<file path="src/hw/maif_pkg.sv">
// Shared constants and types for the per-axis motion interrupt block
package maif_pkg;

	localparam int MAX_AXES = 2;
	localparam int MAX_POS_W = 32;
	localparam int CODE_W = 3;
	localparam int STAT_W = 16;

	// Register byte offsets
	localparam logic [7:0] OFF_CAUSE_SET = 8'h00;
	localparam logic [7:0] OFF_CAUSE_OFF = 8'h04;
	localparam logic [7:0] OFF_POS_SRC = 8'h08;
	localparam logic [7:0] OFF_COND = 8'h0c;
	localparam logic [7:0] OFF_CMP_BASE = 8'h10;
	localparam logic [7:0] OFF_STAT_BASE = 8'h20;
	localparam logic [7:0] OFF_IRQ_STAT = 8'h30;
	localparam logic [7:0] OFF_IRQ_CLR = 8'h34;
	localparam logic [7:0] OFF_IRQ_EN = 8'h38;

	// Compare block: axis a at base + 8*a, negative side then positive side
	localparam int CMP_AXIS_BIT = 3;
	localparam int CMP_SIDE_BIT = 2;
	localparam int STAT_AXIS_BIT = 2;

	// Field positions
	localparam int CAUSE_MASK_LSB = 0;
	localparam int CAUSE_CODE_LSB = 8;
	localparam int CAUSE_RD_STRIDE = 4;
	localparam int IRQ_OVR_LSB = 8;

	// Reset values
	localparam logic [STAT_W-1:0] RST_STATUS = 16'h0000;
	localparam logic [31:0] RST_CMP = 32'h0000_0000;
	localparam logic [MAX_AXES-1:0] RST_POS_SRC = 2'h0;
	localparam logic [MAX_AXES-1:0] RST_IRQ = 2'h0;

	typedef enum logic [CODE_W-1:0] {
		MAIF_NONE = 3'b000,
		MAIF_GE_NEG = 3'b001,
		MAIF_LT_NEG = 3'b010,
		MAIF_GE_POS = 3'b011,
		MAIF_LT_POS = 3'b100,
		MAIF_CS_END = 3'b101,
		MAIF_CS_BEGIN = 3'b110,
		MAIF_DRV_DONE = 3'b111
	} maif_cause_t;

	// Status bit masks of axis_interrupt_status
	localparam logic [STAT_W-1:0] ST_GE_NEG = 16'h0002;
	localparam logic [STAT_W-1:0] ST_LT_NEG = 16'h0004;
	localparam logic [STAT_W-1:0] ST_LT_POS = 16'h0008;
	localparam logic [STAT_W-1:0] ST_GE_POS = 16'h0010;
	localparam logic [STAT_W-1:0] ST_CS_END = 16'h0020;
	localparam logic [STAT_W-1:0] ST_CS_BEGIN = 16'h0040;
	localparam logic [STAT_W-1:0] ST_DRV_DONE = 16'h0080;

	function automatic logic [STAT_W-1:0] status_mask(maif_cause_t c);
		logic [STAT_W-1:0] m;
		m = RST_STATUS;
		case (c)
			MAIF_GE_NEG: m = ST_GE_NEG;
			MAIF_LT_NEG: m = ST_LT_NEG;
			MAIF_GE_POS: m = ST_GE_POS;
			MAIF_LT_POS: m = ST_LT_POS;
			MAIF_CS_END: m = ST_CS_END;
			MAIF_CS_BEGIN: m = ST_CS_BEGIN;
			MAIF_DRV_DONE: m = ST_DRV_DONE;
			default: m = RST_STATUS;
		endcase
		return m;
	endfunction : status_mask

	function automatic logic [31:0] apply_strb(logic [31:0] old,
		logic [31:0] wdata, logic [3:0] strb);
		logic [31:0] r;
		r = old;
		for (int i = 0; i < 4; i++) begin
			if (strb[i]) begin
				r[i*8 +: 8] = wdata[i*8 +: 8];
			end
		end
		return r;
	endfunction : apply_strb

endpackage : maif_pkg

</file>
<file path="src/hw/maif_axis.sv">
// One axis: selected cause, comparators and sticky status flags
`timescale 1ns/1ps
module maif_axis import maif_pkg::*; #(
	parameter int POS_W = 32
) (
	input wire logic clk_sys,
	input wire logic reset,
	input wire logic ce,
	input wire logic [POS_W-1:0] pos_logical,
	input wire logic [POS_W-1:0] pos_real,
	input wire logic use_real,
	input wire logic [POS_W-1:0] cmp_neg,
	input wire logic [POS_W-1:0] cmp_pos,
	input wire logic const_speed_begin,
	input wire logic const_speed_end,
	input wire logic drive_done,
	input wire logic cause_wr,
	input wire logic [CODE_W-1:0] cause_code,
	input wire logic cause_off,
	input wire logic status_rd,
	output maif_cause_t cause,
	output logic [STAT_W-1:0] status,
	output logic [3:0] cond_now,
	output logic hit,
	output logic overrun
);

	maif_cause_t cause_q, cause_d;
	logic [STAT_W-1:0] status_q, status_d;
	logic cond_prev_q, cond_prev_d;
	logic [POS_W-1:0] pos;
	logic cond;
	logic hit_c;

	assign pos = use_real ? pos_real : pos_logical;
	// Live comparator outputs: ge_neg, lt_neg, ge_pos, lt_pos
	assign cond_now[0] = $signed(pos) >= $signed(cmp_neg);
	assign cond_now[1] = $signed(pos) < $signed(cmp_neg);
	assign cond_now[2] = $signed(pos) >= $signed(cmp_pos);
	assign cond_now[3] = $signed(pos) < $signed(cmp_pos);

	always_comb begin
		cond = 1'b0;
		case (cause_q)
			MAIF_GE_NEG: cond = cond_now[0];
			MAIF_LT_NEG: cond = cond_now[1];
			MAIF_GE_POS: cond = cond_now[2];
			MAIF_LT_POS: cond = cond_now[3];
			default: cond = 1'b0;
		endcase
	end

	always_comb begin
		case (cause_q)
			MAIF_CS_END: hit_c = const_speed_end;
			MAIF_CS_BEGIN: hit_c = const_speed_begin;
			MAIF_DRV_DONE: hit_c = drive_done;
			MAIF_NONE: hit_c = 1'b0;
			default: hit_c = cond & ~cond_prev_q;
		endcase
	end

	always_comb begin
		cause_d = cause_q;
		status_d = status_q;
		cond_prev_d = cond;
		if (status_rd) begin
			status_d = RST_STATUS;
		end
		if (cause_off) begin
			cause_d = MAIF_NONE;
			status_d = RST_STATUS;
		end else begin
			if (hit_c) begin
				status_d = status_q | status_mask(cause_q);
			end
			if (cause_wr) begin
				cause_d = maif_cause_t'(cause_code);
				// Re-arm so a condition already true raises at once
				cond_prev_d = 1'b0;
			end
		end
	end

	always_ff @(posedge clk_sys or posedge reset) begin
		if (reset) begin
			cause_q <= MAIF_NONE;
			status_q <= RST_STATUS;
			cond_prev_q <= 1'b0;
		end else if (ce) begin
			cause_q <= cause_d;
			status_q <= status_d;
			cond_prev_q <= cond_prev_d;
		end
	end

	assign cause = cause_q;
	assign status = status_q;
	assign hit = hit_c & ~cause_off & ce;
	assign overrun = hit & ((status_q & status_mask(cause_q)) != RST_STATUS);

endmodule : maif_axis

</file>
<file path="src/hw/maif_top.sv">
// Per-axis interrupt cause selection with APB register access
// Summary of operation
// - Written cause code arms interrupt for axes
// - Code 1: position at/above negative compare
// - Code 2: position below negative compare
// - Codes 3/4: at/above, below positive compare
// - Code 5: constant-speed or offset output ends
// - Code 6: constant-speed or offset output begins
// - Code 7: pulse driving has finished
// - Disable write clears selected axes' causes
// - Status bits 0x002..0x010 flag comparisons
// - Status bits 0x020/0x040/0x080 flag motion events
`timescale 1ns/1ps
module maif_top import maif_pkg::*; #(
	parameter int NUM_AXES = 2,
	parameter int POS_W = 32
) (
	input wire logic clk_sys,
	input wire logic reset,
	input wire logic ce,
	input wire logic [7:0] paddr,
	input wire logic psel,
	input wire logic penable,
	input wire logic pwrite,
	input wire logic [31:0] pwdata,
	input wire logic [3:0] pstrb,
	output logic [31:0] prdata,
	output logic pready,
	output logic pslverr,
	input wire logic [NUM_AXES-1:0][POS_W-1:0] pos_logical,
	input wire logic [NUM_AXES-1:0][POS_W-1:0] pos_real,
	input wire logic [NUM_AXES-1:0] const_speed_begin,
	input wire logic [NUM_AXES-1:0] const_speed_end,
	input wire logic [NUM_AXES-1:0] drive_done,
	output logic irq
);

	if (NUM_AXES < 1 || NUM_AXES > MAX_AXES) begin : g_bad_axes
		$error("NUM_AXES must be 1 or 2");
	end
	if (POS_W < 2 || POS_W > MAX_POS_W) begin : g_bad_pos_w
		$error("POS_W must be 2 to 32");
	end

	// Bus slave state
	logic acc_q, acc_d;
	logic [31:0] prdata_q, prdata_d;
	logic err_q, err_d;

	// Software-visible configuration and interrupt state
	logic [NUM_AXES-1:0][POS_W-1:0] cmp_neg_q, cmp_neg_d;
	logic [NUM_AXES-1:0][POS_W-1:0] cmp_pos_q, cmp_pos_d;
	logic [NUM_AXES-1:0] pos_src_q, pos_src_d;
	logic [NUM_AXES-1:0] irq_ev_q, irq_ev_d;
	logic [NUM_AXES-1:0] irq_ovr_q, irq_ovr_d;
	logic [NUM_AXES-1:0] irq_en_q, irq_en_d;

	// Per-axis connections
	maif_cause_t [NUM_AXES-1:0] cause;
	logic [NUM_AXES-1:0][STAT_W-1:0] status;
	logic [NUM_AXES-1:0][3:0] cond_now;
	logic [NUM_AXES-1:0] hit;
	logic [NUM_AXES-1:0] overrun;
	logic [NUM_AXES-1:0] cause_wr;
	logic [NUM_AXES-1:0] cause_off;
	logic [NUM_AXES-1:0] status_rd;

	// Transfer phases
	logic setup;
	logic wr_fire;
	logic rd_fire;
	logic cmp_area;
	logic stat_area;
	logic [0:0] cmp_axis;
	logic [0:0] stat_axis;
	logic cmp_side;

	assign setup = psel & ~penable & ce;
	assign pready = ce & acc_q;
	assign wr_fire = psel & penable & pready & pwrite;
	assign rd_fire = psel & penable & pready & ~pwrite;
	assign prdata = prdata_q;
	assign pslverr = pready & err_q;

	assign cmp_area = paddr[7:4] == OFF_CMP_BASE[7:4];
	assign stat_area = (paddr[7:4] == OFF_STAT_BASE[7:4]) &
		~paddr[CMP_AXIS_BIT];
	assign cmp_axis = paddr[CMP_AXIS_BIT];
	assign stat_axis = paddr[STAT_AXIS_BIT];
	assign cmp_side = paddr[CMP_SIDE_BIT];

	// Read data and error are captured in the setup cycle
	always_comb begin
		prdata_d = prdata_q;
		err_d = err_q;
		acc_d = acc_q;
		if (setup) begin
			acc_d = 1'b1;
			prdata_d = 32'h0000_0000;
			err_d = 1'b0;
			if (paddr[1:0] != 2'h0) begin
				err_d = 1'b1;
			end else if (paddr == OFF_CAUSE_SET) begin
				for (int a = 0; a < NUM_AXES; a++) begin
					prdata_d[a*CAUSE_RD_STRIDE +: CODE_W] = cause[a];
				end
			end else if (paddr == OFF_CAUSE_OFF) begin
				prdata_d = 32'h0000_0000;
			end else if (paddr == OFF_POS_SRC) begin
				prdata_d[NUM_AXES-1:0] = pos_src_q;
			end else if (paddr == OFF_COND) begin
				for (int a = 0; a < NUM_AXES; a++) begin
					prdata_d[a*4 +: 4] = cond_now[a];
				end
			end else if (cmp_area && int'(cmp_axis) < NUM_AXES) begin
				prdata_d[POS_W-1:0] = cmp_side ?
					cmp_pos_q[cmp_axis] : cmp_neg_q[cmp_axis];
			end else if (stat_area && int'(stat_axis) < NUM_AXES) begin
				prdata_d[STAT_W-1:0] = status[stat_axis];
			end else if (paddr == OFF_IRQ_STAT) begin
				prdata_d[NUM_AXES-1:0] = irq_ev_q;
				prdata_d[IRQ_OVR_LSB +: NUM_AXES] = irq_ovr_q;
			end else if (paddr == OFF_IRQ_CLR) begin
				prdata_d = 32'h0000_0000;
			end else if (paddr == OFF_IRQ_EN) begin
				prdata_d[NUM_AXES-1:0] = irq_en_q;
			end else begin
				err_d = 1'b1;
			end
		end else if (pready) begin
			acc_d = 1'b0;
		end
	end

	always_ff @(posedge clk_sys or posedge reset) begin
		if (reset) begin
			acc_q <= 1'b0;
			prdata_q <= 32'h0000_0000;
			err_q <= 1'b0;
		end else if (ce) begin
			acc_q <= acc_d;
			prdata_q <= prdata_d;
			err_q <= err_d;
		end
	end

	// Command strobes towards the axes; erroring accesses have no effect
	always_comb begin
		cause_wr = '0;
		cause_off = '0;
		status_rd = '0;
		for (int a = 0; a < NUM_AXES; a++) begin
			if (wr_fire && !err_q && paddr == OFF_CAUSE_SET &&
				pstrb[1:0] == 2'h3) begin
				cause_wr[a] = pwdata[CAUSE_MASK_LSB + a];
			end
			if (wr_fire && !err_q && paddr == OFF_CAUSE_OFF && pstrb[0]) begin
				cause_off[a] = pwdata[CAUSE_MASK_LSB + a];
			end
			if (rd_fire && !err_q && stat_area && int'(stat_axis) == a) begin
				status_rd[a] = 1'b1;
			end
		end
	end

	// Compare values and position source; loaded by the host beforehand
	always_comb begin
		logic [31:0] w;
		w = 32'h0000_0000;
		cmp_neg_d = cmp_neg_q;
		cmp_pos_d = cmp_pos_q;
		pos_src_d = pos_src_q;
		if (wr_fire && !err_q) begin
			if (cmp_area && int'(cmp_axis) < NUM_AXES) begin
				if (cmp_side) begin
					w = apply_strb(32'(cmp_pos_q[cmp_axis]), pwdata, pstrb);
					cmp_pos_d[cmp_axis] = w[POS_W-1:0];
				end else begin
					w = apply_strb(32'(cmp_neg_q[cmp_axis]), pwdata, pstrb);
					cmp_neg_d[cmp_axis] = w[POS_W-1:0];
				end
			end else if (paddr == OFF_POS_SRC) begin
				w = apply_strb(32'(pos_src_q), pwdata, pstrb);
				pos_src_d = w[NUM_AXES-1:0];
			end
		end
	end

	always_ff @(posedge clk_sys or posedge reset) begin
		if (reset) begin
			for (int a = 0; a < NUM_AXES; a++) begin
				cmp_neg_q[a] <= RST_CMP[POS_W-1:0];
				cmp_pos_q[a] <= RST_CMP[POS_W-1:0];
			end
			pos_src_q <= RST_POS_SRC[NUM_AXES-1:0];
		end else if (ce) begin
			cmp_neg_q <= cmp_neg_d;
			cmp_pos_q <= cmp_pos_d;
			pos_src_q <= pos_src_d;
		end
	end

	// Sticky event and overrun bits; a new event wins over a clear
	always_comb begin
		logic [31:0] w;
		w = 32'h0000_0000;
		irq_ev_d = irq_ev_q;
		irq_ovr_d = irq_ovr_q;
		irq_en_d = irq_en_q;
		if (wr_fire && !err_q && paddr == OFF_IRQ_CLR) begin
			if (pstrb[0]) begin
				irq_ev_d = irq_ev_q & ~pwdata[NUM_AXES-1:0];
			end
			if (pstrb[1]) begin
				irq_ovr_d = irq_ovr_q & ~pwdata[IRQ_OVR_LSB +: NUM_AXES];
			end
		end
		if (wr_fire && !err_q && paddr == OFF_IRQ_EN) begin
			w = apply_strb(32'(irq_en_q), pwdata, pstrb);
			irq_en_d = w[NUM_AXES-1:0];
		end
		// Disabling an axis drops its pending interrupt as well
		irq_ev_d = irq_ev_d & ~cause_off;
		irq_ev_d = irq_ev_d | hit;
		irq_ovr_d = irq_ovr_d | overrun;
	end

	always_ff @(posedge clk_sys or posedge reset) begin
		if (reset) begin
			irq_ev_q <= RST_IRQ[NUM_AXES-1:0];
			irq_ovr_q <= RST_IRQ[NUM_AXES-1:0];
			irq_en_q <= RST_IRQ[NUM_AXES-1:0];
		end else if (ce) begin
			irq_ev_q <= irq_ev_d;
			irq_ovr_q <= irq_ovr_d;
			irq_en_q <= irq_en_d;
		end
	end

	assign irq = |(irq_ev_q & irq_en_q);

	for (genvar a = 0; a < NUM_AXES; a++) begin : g_axis
		maif_axis #(
			.POS_W(POS_W)
		) u_axis (
			.clk_sys(clk_sys),
			.reset(reset),
			.ce(ce),
			.pos_logical(pos_logical[a]),
			.pos_real(pos_real[a]),
			.use_real(pos_src_q[a]),
			.cmp_neg(cmp_neg_q[a]),
			.cmp_pos(cmp_pos_q[a]),
			.const_speed_begin(const_speed_begin[a]),
			.const_speed_end(const_speed_end[a]),
			.drive_done(drive_done[a]),
			.cause_wr(cause_wr[a]),
			.cause_code(pwdata[CAUSE_CODE_LSB +: CODE_W]),
			.cause_off(cause_off[a]),
			.status_rd(status_rd[a]),
			.cause(cause[a]),
			.status(status[a]),
			.cond_now(cond_now[a]),
			.hit(hit[a]),
			.overrun(overrun[a])
		);
	end

endmodule : maif_top

</file>
<file path="config.mk">
export PLATFORM = sky130hd
export DESIGN_NAME = maif_top
export DESIGN_NICKNAME = d
export VERILOG_FILES = /design/src/hw/maif_pkg.sv /design/src/hw/maif_axis.sv /design/src/hw/maif_top.sv
export SDC_FILE = /design/constraint.sdc
export NUM_CORES = 1
export LEC_CHECK = 0
export BUFFER_PORTS_ARGS = -buffer_cell sky130_fd_sc_hd__buf_2
export CAP_MARGIN = 30
export CORE_MARGIN = 1
export CORE_UTILIZATION = 50
export DETAILED_ROUTE_END_ITERATION = 7
export PLACE_DENSITY = 0.84
export SYNTH_ARGS = -nofsm -noshare
export SYNTH_HDL_FRONTEND = slang
export SYNTH_SLANG_ARGS = --single-unit
</file>
<file path="constraint.sdc">
create_clock -name clk_sys -period 5.85 [get_ports clk_sys]
set_input_delay 0.585 -clock clk_sys [delete_from_list [all_inputs] [get_ports clk_sys]]
set_output_delay 0.585 -clock clk_sys [all_outputs]
set_load 0.03 [all_outputs]
</file>
==> impl_metrics.yaml <==
clock_tree:
  clock_path_buffers: 2
  tritoncts: "built"
  cts.htree.levels: 4
  post_cts_buffers: 0
  post_cts_resized: 0
  root_buffer: "clkbuf_16"
  cts_buffers: 17
  cts_hold_buffers: 0
  path_clk_slew_ns: 0.08
  cts.sinks: 192
  insertion_delay_ns: 0.45
worst_setup_path:
  start_kind: "flip-flop"
  path_buf_inv: 0
  critPathMaxStageDelay_ns: 0.94
  timing.rr.end: "g_axis[0].u_axis.status[1]$_DFFE_PP0P_"
  cp.required_ns: 6.18
  cp.depth: 11
  cp_top_family: "compound AO/OA/AOI/OAI gates"
  r2r_cells: 11
  critPathKind: "reg2reg"
  r2r_setup_slack_ns: 1.20
  critPathCapture: "g_axis[0].u_axis.status[1]$_DFFE_PP0P_"
  cp_max_fo: 34
  worstPathArrival_ns: 4.98
  regToRegStartpoint: "pos_src_q[0]$_DFFE_PP0P_"
  critPathSlowestCell: "dfrtp_2"
  crit_path_end_kind: "flip-flop"
  cp-startpoint: "pos_src_q[0]$_DFFE_PP0P_"
  crit_chain: "mux2_2, ha_1, nand4_1, or2_1, nor4_2, a211oi_1, a21oi_1, mux2i_1, a31oi_2, o31a_1, a22o_1"
yosys:
  synth_cell_type_count: 72
  yosysTopAreaCell: "dfrtp_1"
  ys_warn_count: 0
  synthTopCellsByArea: "dfrtp_1, mux2_2, ha_1"
  synth-edff-count: 0
  syn_area_um2: 13020
  synthCells: 1260
  seq_area_frac_synth_pct: 36.89
  synthesis.nets: 1572
  synth_flop_cell: "dfrtp_1"
  post-synth-top-area-fraction_pct: 36.89
  synthArstFlopShare_pct: 100.0
  ys_ff_latch: 192
  avgSynthCellArea_um2: 10.34
pwr:
  p_leak_uw: 0.007032
  power_uw: 2936
  power.switching_uw: 834.0
  seq_power_share_pct: 45.6
  ir_worst_vdd_uv: 159.7
  cell_internal_pwr_uw: 2102
  power_density_nw_per_um2: 194.5
  p_comb_share_pct: 12.1
  switching_share_pct: 28.41
  power_frac_clock_pct: 42.3
sta:
  max_freq_mhz: 215.1
  fin_skew_ns: 0.01709
  fin_crit_sh_pct: 79.46
  tightestPinTransition_ns: 0.9392
  hold_violations: 0
  finalSetupViolCount: 0
  maxSlewHeadroom_pct: 37.19
  slew_viol_final: 0
  grt_setup_unrepaired: "false"
  finalSetupTns_ns: 0
  final.min_clock_period_ns: 4.648
finish:
  stdcell_count: 1809
  drive_gt1_share_pct: 32.79
  final_nets: 1775
  final_cell_area_um2: 15100
  area_delta_synth_final_pct: 15.92
  nFillCells: 2106
route:
  viasPerCell: 6.129
  wl_mm: 39.30
  ant_nets: 0
  drtIter0Drc: 871
  routedWlPerCell_um: 21.73
  routed-via-count: 11087
  remaining_drc_errors: 0
  drt_pass1_iterations: 5
die:
  die_x_um: 163.4
  coreArea_um2: 25400
  rows: 58
  io_pins: 219
  die_height_um: 163.4
  die-area_um2: 26690
  initial_core_util_pct: 51.27
place:
  portBuffers: 218
  place_hpwl_mm: 29.97
  gp_congestion: 0.9824
  placedCellCount: 1773
  placed_area_um2: 14440
global_routing:
  gr-total-overflow: 0
  grt_max_degree: 145
  grt_pass1_wl_mm: 60.66
  antenna_found_initial: 2
  grt_pass1_vias: 11075
  grt_usage_pct: 30.40
hold_path:
  hp-class: "in2async"
flow_run:
  drv_cap: 0
outcome:
  run_status: "finished, final reports clean"
## per-stage QoR
stage               hold WS [ns]  util [%]  setup WS [ns]
detailed placement        0.4638     56.85          1.298
floorplan                 0.4439         -        0.03781
global placement          0.4650     56.85          1.422
CTS                       0.3806     59.30          1.273
global route             0.04254     59.41          1.049
finish                   0.04462     59.43          1.202
## state kept, by name, indices dropped and copies added (netlist names)
name / flops
pos_src_q: 2
prdata: 32
acc_q: 1
cmp_pos_q: 64
cmp_neg_q: 64
g_axis.u_axis.cause: 6
g_axis.u_axis.status: 14
irq_ovr_q: 2
g_axis.u_axis.cond_prev_q: 2
irq_ev_q: 2
irq_en_q: 2
err_q: 1
## area by class of cell
type                            count  area (um^2)  area share (%)
Inverter                          147        559.3           3.705
Clock buffer                       17        425.4           2.818
Antenna cell                        3        7.507         0.04973
Timing Repair Buffer              228         1186           7.857
Multi-Input combinational cell    877         7503           49.71
Clock inverter                     15        195.2           1.293
Tap cell                          330        412.9           2.735
Sequential cell                   192         4806           31.84
## cells by family (layout without fill, tap and decap cells)
group / Yosys count / in the layout / share of synthesized area, %
xor gates and xnor gates: 2 / 2 / 0.1345
muxes: 218 / 218 / 21.57
and+or+nand+nor: 274 / 274 / 10.64
adders and majority gates: 128 / 128 / 12.30
buffers and inverters: 191 / 407 / 5.534
DFF: 192 / 192 / 36.89
AOI/OAI and AO/OA: 255 / 255 / 12.93
other: 0 / 3 / 0
## Yosys cell counts (4+ instances only)
library cell	instances
nor2_1	41
or2_1	4
nand3_1	21
dfrtp_1	192
nor3b_1	4
a211oi_1	8
a221oi_1	5
o21ai_1	9
o22ai_1	4
o211ai_1	7
a22o_1	31
nor2b_1	7
a22oi_1	5
nand4_1	32
inv_1	146
buf_1	7
o21ai_0	59
nor4_1	7
a21oi_1	70
nand2b_1	5
mux2_2	168
nand2_1	109
ha_1	128
nor3_1	16
mux4_2	33
and3_1	4
a21o_1	15
mux2i_1	14
clkbuf_1	36
o21a_1	4
## routing by layer
layer | vias up | wire length, um | track usage, %
li1 | 5012 | - | -
met1 | 5355 | 15840 | 38.51
met2 | 603 | 18530 | 49.81
met3 | 117 | 3136 | 5.967
met4 | 0 | 1804 | 14.44
met5 | - | 0 | 0
## cells in the final DEF, fill, tap and decap left out, types with 32 or more instances in the layout
cell type / count
nand4_1: 32
ha_1: 128
nor2_1: 41
dfrtp_1: 191
nand2_1: 109
a21oi_1: 70
o21ai_0: 59
buf_2: 218
mux4_2: 33
inv_1: 145
mux2_2: 168
## worst register-to-register path: stages, from the launching register on
cell	delay, ns
dfrtp_2	0.94
mux2_2	0.55
ha_1	0.32
nand4_1	0.13
or2_1	0.30
nor4_2	0.59
a211oi_1	0.14
a21oi_1	0.35
mux2i_1	0.34
a31oi_2	0.21
o31a_1	0.41
a22o_1	0.25
## how the worst min path moves through the flow
| stage | startpoint | to | slack, ns | cells after the start |
|---|---|---|---|---|
| after global placement | prdata[6]$_DFFE_PP0P_ | prdata[6]$_DFFE_PP0P_ | 0.47 | 2 |
| final | reset | cmp_pos_q[12]$_DFFE_PP0P_ | 0.04 | 2 |
| after floorplan | g_axis[0].u_axis.cond_prev_q$_DFFE_PP0P_ | g_axis[0].u_axis.cond_prev_q$_DFFE_PP0P_ | 0.44 | 1 |
| after CTS | pwdata[23] | cmp_pos_q[23]$_DFFE_PP0P_ | 0.38 | 3 |
| after detailed placement | g_axis[0].u_axis.cond_prev_q$_DFFE_PP0P_ | g_axis[0].u_axis.cond_prev_q$_DFFE_PP0P_ | 0.46 | 1 |
| after global routing | reset | cmp_pos_q[12]$_DFFE_PP0P_ | 0.04 | 2 |
## power by group through the flow
stage / clock [uW] / sequential [uW] / combinational [uW]
after floorplan: 0 / 1360 / 198
after global placement: 0 / 1360 / 337
after detailed placement: 0 / 1360 / 346
after CTS: 1240 / 1340 / 351
after global routing: 1300 / 1340 / 392
final: 1240 / 1340 / 356
(Power assumes the default switching activity.)
